`src/pkg/rstc_pkg.sv`:
```
// rstc_pkg: constants for the rs-485 transceiver direction control block.
// assumes one uart clock domain; mode byte written through the scratch port.
package rstc_pkg;

  // transceiver control modes, as the control byte encodes them
  typedef enum logic [1:0] {
    RSTC_MODE_FOUR_WIRE = 2'b00,
    RSTC_MODE_DTR_ECHO  = 2'b01,
    RSTC_MODE_DTR_CTRL  = 2'b10,
    RSTC_MODE_AUTO      = 2'b11
  } rstc_mode_e;

  localparam logic [2:0] RSTC_MODE_OFFSET = 3'h7;
  localparam logic [1:0] RSTC_MODE_RESET  = 2'h0;

  // fifo shape and default trigger levels
  localparam int unsigned RSTC_FIFO_DEPTH   = 16;
  localparam int unsigned RSTC_DATA_W       = 8;
  localparam logic [4:0]  RSTC_RX_TRIG_RST  = 5'h01;
  localparam logic [4:0]  RSTC_TX_TRIG_RST  = 5'h10;

  // serial frame: start, 8 data, one stop; bit time in uart clocks
  localparam int unsigned RSTC_FRAME_BITS   = 10;
  localparam int unsigned RSTC_BIT_CLKS     = 16;

endpackage

```
`src/rstc_fifo.sv`:
```
// rstc_fifo: small synchronous fifo used for both uart directions.
// assumes single clock; read data comes from a register.
`timescale 1ns/1ps
`default_nettype none
module rstc_fifo #(
  parameter int unsigned WIDTH = 8,
  parameter int unsigned DEPTH = 16
) (
  input  wire logic                     i_mclk,
  input  wire logic                     i_rst_n,
  input  wire logic                     i_clear,
  input  wire logic                     i_wr,
  input  wire logic [WIDTH-1:0]         i_wdata,
  input  wire logic                     i_rd,
  output logic      [WIDTH-1:0]         o_rdata,
  output logic      [$clog2(DEPTH):0]   o_count,
  output logic                          o_full,
  output logic                          o_empty
);
  localparam int unsigned AW = $clog2(DEPTH);

  logic [WIDTH-1:0] mem [DEPTH];
  logic [AW-1:0]    wptr;
  logic [AW-1:0]    rptr;
  logic             do_wr;
  logic             do_rd;

  assign o_full  = (o_count == (AW+1)'(DEPTH));
  assign o_empty = (o_count == '0);
  assign do_wr   = i_wr && !o_full;
  assign do_rd   = i_rd && !o_empty;

  always_ff @(posedge i_mclk) begin
    if (do_wr) begin
      mem[wptr] <= i_wdata;
    end
  end

  always_ff @(posedge i_mclk or negedge i_rst_n) begin
    if (!i_rst_n) begin
      wptr    <= '0;
      rptr    <= '0;
      o_count <= '0;
      o_rdata <= '0;
    end else if (i_clear) begin
      wptr    <= '0;
      rptr    <= '0;
      o_count <= '0;
    end else begin
      if (do_wr) begin
        wptr <= wptr + 1'b1;
      end
      if (do_rd) begin
        o_rdata <= mem[rptr];
        rptr    <= rptr + 1'b1;
      end
      o_count <= o_count + (AW+1)'(do_wr) - (AW+1)'(do_rd);
    end
  end
endmodule
`default_nettype wire

```
`src/rstc_top.sv`:
```
// rstc_top: rs-485 transceiver direction control with uart fifos.
// assumes host writes on a simple 3-bit port bus; one uart clock.
`timescale 1ns/1ps
`default_nettype none
module rstc_top #(
  parameter int unsigned DEPTH    = rstc_pkg::RSTC_FIFO_DEPTH,
  parameter int unsigned BIT_CLKS = rstc_pkg::RSTC_BIT_CLKS,
  parameter bit          IS_RS485 = 1'b1
) (
  input  wire logic                   i_mclk,
  input  wire logic                   i_rst_n,
  input  wire logic                   i_wr,
  input  wire logic [2:0]             i_addr,
  input  wire logic [7:0]             i_wdata,
  input  wire logic                   i_dtr_n,
  input  wire logic                   i_fifo_en,
  input  wire logic [4:0]             i_rx_trig,
  input  wire logic [4:0]             i_tx_trig,
  input  wire logic                   i_tx_push,
  input  wire logic [7:0]             i_tx_data,
  input  wire logic                   i_rx_pop,
  input  wire logic                   i_rxd,
  output logic                        o_txd,
  output logic                        o_drv_en,
  output logic                        o_rcv_en,
  output logic [1:0]                  o_mode,
  output logic                        o_tx_holding_ready,
  output logic                        o_rx_irq,
  output logic                        o_tx_irq,
  output logic [7:0]                  o_rx_data,
  output logic                        o_rx_valid,
  output logic [$clog2(DEPTH):0]      o_rx_count,
  output logic [$clog2(DEPTH):0]      o_tx_count
);
  localparam int unsigned CW = $clog2(DEPTH) + 1;
  localparam int unsigned BW = $clog2(BIT_CLKS);

  typedef enum logic [1:0] {
    RSTC_TX_IDLE = 2'b00,
    RSTC_TX_LOAD = 2'b01,
    RSTC_TX_SHIFT = 2'b10
  } rstc_txs_e;

  logic [1:0]       mode;
  rstc_txs_e        tx_state;
  logic [9:0]       tx_shift;
  logic [3:0]       tx_bits;
  logic [BW-1:0]    tx_tick;
  logic             tx_busy;
  logic [4:0]       tx_burst;
  logic             tx_pop;
  logic [7:0]       tx_head;
  logic             tx_empty;
  logic             tx_full;
  logic             next_drv;
  logic             next_rcv;
  logic             rx_s1;
  logic             rx_s2;
  logic [9:0]       rx_shift;
  logic [3:0]       rx_bits;
  logic [BW-1:0]    rx_tick;
  logic             rx_active;
  logic             rx_push;
  logic             rx_empty;
  logic             tx_accept;

  // mode register: immediate switch on write to offset 7
  always_ff @(posedge i_mclk or negedge i_rst_n) begin
    if (!i_rst_n) begin
      mode <= rstc_pkg::RSTC_MODE_RESET;
    end else if (i_wr && i_addr == rstc_pkg::RSTC_MODE_OFFSET) begin
      mode <= i_wdata[1:0];
    end
  end
  assign o_mode = mode;

  // fifo enable picks block mode or one byte at a time; no flush on change
  assign tx_accept = i_tx_push && !tx_full
                     && (i_fifo_en ? tx_burst != 5'h00 : tx_empty && !tx_busy);

  rstc_fifo #(.WIDTH(8), .DEPTH(DEPTH)) u_tx_fifo (
    .i_mclk  (i_mclk),
    .i_rst_n (i_rst_n),
    .i_clear (1'b0),
    .i_wr    (tx_accept),
    .i_wdata (i_tx_data),
    .i_rd    (tx_pop),
    .o_rdata (tx_head),
    .o_count (o_tx_count),
    .o_full  (tx_full),
    .o_empty (tx_empty)
  );

  rstc_fifo #(.WIDTH(8), .DEPTH(DEPTH)) u_rx_fifo (
    .i_mclk  (i_mclk),
    .i_rst_n (i_rst_n),
    .i_clear (1'b0),
    .i_wr    (rx_push),
    .i_wdata (rx_shift[8:1]),
    .i_rd    (i_rx_pop),
    .o_rdata (o_rx_data),
    .o_count (o_rx_count),
    .o_full  (),
    .o_empty (rx_empty)
  );

  // burst allowance reloads while the tx fifo is empty and the transmitter idle
  always_ff @(posedge i_mclk or negedge i_rst_n) begin
    if (!i_rst_n) begin
      tx_burst <= rstc_pkg::RSTC_TX_TRIG_RST;
      o_tx_irq <= 1'b0;
    end else begin
      o_tx_irq <= tx_empty && !tx_busy;
      if (tx_empty && !tx_busy) begin
        // the push that opens a block already uses one unit of it
        tx_burst <= (tx_accept && i_tx_trig != 5'h00)
                    ? i_tx_trig - 5'h01 : i_tx_trig;
      end else if (tx_accept && tx_burst != 5'h00) begin
        tx_burst <= tx_burst - 5'h01;
      end
    end
  end

  always_ff @(posedge i_mclk or negedge i_rst_n) begin
    if (!i_rst_n) begin
      o_rx_irq <= 1'b0;
      o_rx_valid <= 1'b0;
    end else begin
      o_rx_irq <= i_fifo_en ? (o_rx_count >= CW'(i_rx_trig))
                            : !rx_empty;
      o_rx_valid <= i_rx_pop && !rx_empty;
    end
  end

  // transmitter; busy covers the last stop bit so auto drive holds
  assign tx_pop  = (tx_state == RSTC_TX_IDLE) && !tx_empty;
  assign tx_busy = (tx_state != RSTC_TX_IDLE);
  assign o_tx_holding_ready = tx_busy || !tx_empty;

  always_ff @(posedge i_mclk or negedge i_rst_n) begin
    if (!i_rst_n) begin
      tx_state <= RSTC_TX_IDLE;
      tx_shift <= 10'h3ff;
      tx_bits  <= 4'h0;
      tx_tick  <= '0;
    end else begin
      case (tx_state)
        RSTC_TX_IDLE: begin
          if (!tx_empty) begin
            tx_state <= RSTC_TX_LOAD;
          end
        end
        RSTC_TX_LOAD: begin
          tx_shift <= {1'b1, tx_head, 1'b0};
          tx_bits  <= 4'(rstc_pkg::RSTC_FRAME_BITS);
          tx_tick  <= BW'(BIT_CLKS - 1);
          tx_state <= RSTC_TX_SHIFT;
        end
        RSTC_TX_SHIFT: begin
          if (tx_tick == '0) begin
            tx_tick  <= BW'(BIT_CLKS - 1);
            tx_shift <= {1'b1, tx_shift[9:1]};
            tx_bits  <= tx_bits - 4'h1;
            if (tx_bits == 4'h1) begin
              tx_state <= RSTC_TX_IDLE;
            end
          end else begin
            tx_tick <= tx_tick - 1'b1;
          end
        end
        default: tx_state <= RSTC_TX_IDLE;
      endcase
    end
  end
  assign o_txd = tx_shift[0];

  // receiver: two-stage sync, mid-bit sampling, gated by receiver enable
  always_ff @(posedge i_mclk or negedge i_rst_n) begin
    if (!i_rst_n) begin
      rx_s1 <= 1'b1;
      rx_s2 <= 1'b1;
    end else begin
      rx_s1 <= i_rxd;
      rx_s2 <= rx_s1;
    end
  end

  always_ff @(posedge i_mclk or negedge i_rst_n) begin
    if (!i_rst_n) begin
      rx_active <= 1'b0;
      rx_shift  <= '0;
      rx_bits   <= 4'h0;
      rx_tick   <= '0;
      rx_push   <= 1'b0;
    end else begin
      rx_push <= 1'b0;
      if (!rx_active) begin
        if (o_rcv_en && !rx_s2) begin
          rx_active <= 1'b1;
          // start already seen one clock in; this lands mid-bit
          rx_tick   <= BW'(BIT_CLKS / 2 - 1);
          rx_bits   <= 4'(rstc_pkg::RSTC_FRAME_BITS);
        end
      end else if (rx_tick == '0) begin
        rx_tick  <= BW'(BIT_CLKS - 1);
        rx_shift <= {rx_s2, rx_shift[9:1]};
        rx_bits  <= rx_bits - 4'h1;
        if (rx_bits == 4'h1) begin
          rx_active <= 1'b0;
          rx_push   <= rx_s2;
        end
      end else begin
        rx_tick <= rx_tick - 1'b1;
      end
    end
  end

  // direction decode; rs-232 builds keep both sides on
  always_comb begin
    next_drv = 1'b1;
    next_rcv = 1'b1;
    if (IS_RS485) begin
      case (mode)
        rstc_pkg::RSTC_MODE_FOUR_WIRE: begin
          next_drv = 1'b1;
          next_rcv = 1'b1;
        end
        rstc_pkg::RSTC_MODE_DTR_ECHO: begin
          next_drv = i_dtr_n;
          next_rcv = 1'b1;
        end
        rstc_pkg::RSTC_MODE_DTR_CTRL: begin
          next_drv = i_dtr_n;
          next_rcv = !i_dtr_n;
        end
        rstc_pkg::RSTC_MODE_AUTO: begin
          next_drv = o_tx_holding_ready;
          next_rcv = !o_tx_holding_ready;
        end
        default: begin
          next_drv = 1'b1;
          next_rcv = 1'b1;
        end
      endcase
    end
  end

  // registered so both enables change on one edge, no glitch
  always_ff @(posedge i_mclk or negedge i_rst_n) begin
    if (!i_rst_n) begin
      o_drv_en <= 1'b1;
      o_rcv_en <= 1'b1;
    end else begin
      o_drv_en <= next_drv;
      o_rcv_en <= next_rcv;
    end
  end

  chk_reset_mode: assert property (@(posedge i_mclk)
    $rose(i_rst_n) |-> o_mode == 2'h0) else $error("mode not four-wire");
  chk_four_wire: assert property (@(posedge i_mclk)
    disable iff (!i_rst_n) $past(mode) == 2'h0 |-> o_drv_en && o_rcv_en)
    else $error("four-wire enables off");
  chk_echo_drv: assert property (@(posedge i_mclk)
    disable iff (!i_rst_n)
    $past(mode) == 2'h1 |-> o_drv_en == $past(i_dtr_n))
    else $error("echo driver wrong");
  chk_echo_rcv: assert property (@(posedge i_mclk)
    disable iff (!i_rst_n) $past(mode) == 2'h1 |-> o_rcv_en)
    else $error("echo receiver off");
  chk_dtr_ctrl: assert property (@(posedge i_mclk)
    disable iff (!i_rst_n)
    $past(mode) == 2'h2 |-> o_rcv_en == !$past(i_dtr_n)
      && o_drv_en == $past(i_dtr_n))
    else $error("dtr control wrong");
  chk_auto_drv: assert property (@(posedge i_mclk)
    disable iff (!i_rst_n)
    $past(mode) == 2'h3 |-> o_drv_en == $past(o_tx_holding_ready))
    else $error("auto driver wrong");
  chk_auto_excl: assert property (@(posedge i_mclk)
    disable iff (!i_rst_n)
    $past(mode) == 2'h3 |-> o_rcv_en == !$past(o_tx_holding_ready)
      && !(o_drv_en && o_rcv_en))
    else $error("auto receiver wrong");
  chk_mode_write: assert property (@(posedge i_mclk)
    disable iff (!i_rst_n)
    i_wr && i_addr == 3'h7 |=> o_mode == $past(i_wdata[1:0]))
    else $error("mode write lost");
  // driver must cover every frame bit, stop bit included
  chk_stop_hold: assert property (@(posedge i_mclk)
    disable iff (!i_rst_n)
    mode == 2'h3 && $past(mode) == 2'h3 && tx_state != RSTC_TX_IDLE
      |-> o_drv_en)
    else $error("driver dropped early");
  chk_rx_trig: assert property (@(posedge i_mclk)
    disable iff (!i_rst_n)
    i_fifo_en && o_rx_count >= CW'(i_rx_trig) && $stable(i_fifo_en)
      |=> o_rx_irq || $past(o_rx_count) != o_rx_count)
    else $error("rx irq missing");

  cov_auto_send: cover property (@(posedge i_mclk) disable iff (!i_rst_n)
    mode == 2'h3 && $rose(o_drv_en));
  cov_echo_mode: cover property (@(posedge i_mclk) disable iff (!i_rst_n)
    mode == 2'h1 && $fell(o_drv_en));
  cov_rx_irq: cover property (@(posedge i_mclk) disable iff (!i_rst_n)
    $rose(o_rx_irq));
endmodule
`default_nettype wire

```
`config.mk`:
```
export PLATFORM = sky130hd
export DESIGN_NAME = rstc_top
export DESIGN_NICKNAME = d
export VERILOG_FILES = /design/src/pkg/rstc_pkg.sv /design/src/rstc_fifo.sv /design/src/rstc_top.sv
export SDC_FILE = /design/constraint.sdc
export NUM_CORES = 1
export LEC_CHECK = 0
export ABC_AREA = 0
export ABC_CLOCK_PERIOD_IN_PS = 5700
export BUFFER_PORTS_ARGS = -buffer_cell sky130_fd_sc_hd__buf_2
export CORE_UTILIZATION = 60
export CTS_CLUSTER_DIAMETER = 150
export DETAILED_ROUTE_END_ITERATION = 12
export GPL_TIMING_DRIVEN = 0
export PLACE_DENSITY = 0.77
export SLEW_MARGIN = 20
export SYNTH_ARGS = -nofsm -noshare
export SYNTH_HDL_FRONTEND = slang
export SYNTH_SLANG_ARGS = --single-unit
```
`constraint.sdc`:
```
create_clock -name i_mclk -period 5.7 [get_ports i_mclk]
set_clock_uncertainty 0.2 [all_clocks]
set_input_delay 0 -clock i_mclk [delete_from_list [all_inputs] [get_ports i_mclk]]
set_output_delay 0 -clock i_mclk [all_outputs]
set_load 0.02 [all_outputs]
```
==> run metrics <==
max-slew violations=0; Post-synth top cells=256 x edfxtp_1, 80 x dfrtp_1, 62 x nand2_1, 46 x mux4_2, 45 x nor2_1; maximum VDD drop=0.0003850 V; CTS sink count=350; Num CTS Buffers=37; Sw Pwr=1.751 mW; total wire length=28.36 mm; number of distinct library cells after synthesis=53; Overflow after GRT=0; YS warnings=0; initial antenna violation count=0; worst endpoint data arrival time=3740 ps; Hold WC Path Type=input port to flop; Flop pwr share=45.1%; main area contributors after synthesis=edfxtp_1 52%, dfrtp_1 14%, mux4_2 7.0%; sequential area share after synthesis=68.36%; Initial Util=61.94%; Worst-Margin Slew=927.0 ps; Residual DRC=0; Final Hold Fails=0; CTS Buffer Depth=3; cts repair resizes=0; Sw Share=26.05%; antenna diode count=0; top cell type's share of synthesized area=52.25%; global-route wire length before repair=44.03 mm; clk slew on worst S/H paths=60 ps; Leakage=6.069 nW; Critical Path RT=5930 ps; TritonCTS clock tree=built; CTS H-tree lvls=2; startpoint types=flop; Clk pwr share=36.1%; final setup vio count=0; Via density=5.824; clock tree root driver cell=clkbuf_16; mapped cell area=14,710 sq um; vias=8,002; Max Cap Viol=0; asr flop ratio synth=26.86%; Syn Nets=973; die area=25,150 sq um; Die Ht=158.6 um; status=finished, final reports clean; Worst path slowest cell=or3b_2; GPL Wtd Cong=0.7881; most frequent CP cell=ha_1; Die X-Extent=158.6 um; RSZ-0062 raised after global routing=no; Internal=4.970 mW; final core utilization=72.00%; most common cell in the netlist=edfxtp_1; CORE AREA=23,750 sq um; Syn-to-layout area delta=16.23%; post-synth top area cell=edfxtp_1; Clock Latency Late Sink=510 ps; Achievable Freq=284.3 MHz; max_slew headroom=37.97%; Crit path largest cell delay=480 ps; CP Max Fanout=11; worst-path cell chain=inv_1, ha_1, or3b_2, o21a_1, clkbuf_1, ha_1, inv_1, ha_1, fa_1, a21oi_1, nor2_1, nor2_1, xnor2_1; Crit Path Class=flop to flop; crit share post-route=61.71%; Nets=1,108; HPWL after detailed placement=17.76 mm; cell row count=56; Post-Syn Instances=891; EDFF count, synth=256; combinational fraction of design power=18.8%; share of cells above drive strength 1=22.56%; post-route minimum period=3517 ps; vias in the first global route=8,334; Ports=64; CP Capture Type=flop; Mapped Avg Cell Area=16.51 sq um; pin count of the biggest net entering global routing=79; P per Cell Area=393.0 nW/um^2; setup bufs post-CTS=0; ANT nets after route=0; DR pass1 iterations=5; drt wl/cell=20.64 um; Setup TNS=0 ps; ys flop type=edfxtp_1; Starting DRT DRC Count=563; GRT Total Usage=23.83%; synthesized flop and latch total=350; input/output buffers=57
## worst max-delay path, delay by kind of cell (launching register included)
kind                       cells  cell delay (ps)
xor gates and xnor gates       1              130
AOI/OAI and AO/OA              2              400
and+or+nand+nor                3              650
adders and majority gates      4             1180
buffers and inverters          3              460
DFF                            1              420
## final timing paths
check	slack (ps)	start	endpoint	cells past startpoint
max in group asynchronous	3770	i_rst_n	u_rx_fifo.o_rdata[0]	4
worst max-delay path	2180	u_rx_fifo.o_count[3]	u_rx_fifo.o_count[4]	13
min in group asynchronous	390	i_rst_n	u_rx_fifo.o_count[4]	4
worst max register to register	2180	u_rx_fifo.o_count[3]	u_rx_fifo.o_count[4]	13
worst min register to register	160	rx_s1	rx_s2	0
worst min-delay path	90	i_dtr_n	o_drv_en	3
## state kept, by name (all words and copies together), names as in the netlist, 8 cells and up
| name | flops |
|---|---|
| u_rx_fifo.o_rdata | 8 |
| rx_shift | 9 |
| u_tx_fifo.mem | 128 |
| tx_shift | 9 |
| u_rx_fifo.mem | 128 |
| u_tx_fifo.o_rdata | 8 |
## power by group through the flow
stage	Combinational (mW)	Sequential, mW	Clock [mW]
final	1.26	3.03	2.43
after detailed placement	1.19	3.08	0
after floorplan	0.788	3.15	0
after CTS	1.27	3.03	2.46
after global routing	1.40	3.05	2.56
after global placement	1.15	3.07	0
## cell families after synthesis
| kind of cell | Yosys count | synth area share, % |
|---|---|---|
| adder cells (fa/ha/maj) | 45 | 3.929 |
| multiplexers | 98 | 12.76 |
| buffers and inverters | 85 | 2.798 |
| flip-flops | 350 | 68.36 |
| AO/OA/AOI/OAI | 105 | 4.456 |
| XOR/XNOR | 26 | 1.548 |
| AND/OR/NAND/NOR | 182 | 6.148 |
## metrics by stage
stage	power, mW	std cells	cell area (sq um)	worst slack, ps	hold WS, ps
2_1_floorplan	3.935	891	14710	2529	-495.6
3_3_place_gp	4.220	1267	15400	2290	-93.68
3_5_place_dp	4.274	1268	15470	2277	-349.5
4_1_cts	6.766	1374	17100	2191	67.88
5_1_grt	7.012	1374	17100	2051	110.8
6_report	6.720	1374	17100	2183	92.96
## cell type report
cell class	count	area (sq um)
sequential	350	10060
fill	1468	6651
multi-input combinational	456	4284
clock buffer	45	1008
timing repair buffer	96	699.4
tap	319	399.1
buffer	42	250.2
clock inverter	23	241.5
inverter	43	161.4
## cells in the final DEF, fill, tap and decap left out, types with 19 or more instances in the layout
cell type and count:
edfxtp_1 256, dfrtp_1 80, buf_2 72, nand2_1 62
mux4_2 46, nor2_1 45, inv_1 43, ha_1 43
clkbuf_16 39, dlygate4sd3_1 38, a21oi_1 28, mux2_2 23
o21ai_0 23, nor2b_1 19
## layer usage
| metal | GRT usage, % | routed length (um) | vias to the layer above |
|---|---|---|---|
| met5 | 0 | 0 | - |
| met1 | 30.49 | 11580 | 4064 |
| li1 | - | - | 3665 |
| met4 | 7.784 | 640 | 0 |
| met2 | 42.15 | 15020 | 214 |
| met3 | 3.293 | 1115 | 59 |
## what timing repair did
| item | in CTS | in global routing |
|---|---|---|
| setup endpoints to repair | 0 | 0 |
| hold endpoints to repair | 241 | 0 |
| hold buffers | 38 | 0 |
Note: power is estimated with default switching activity, not from simulation.
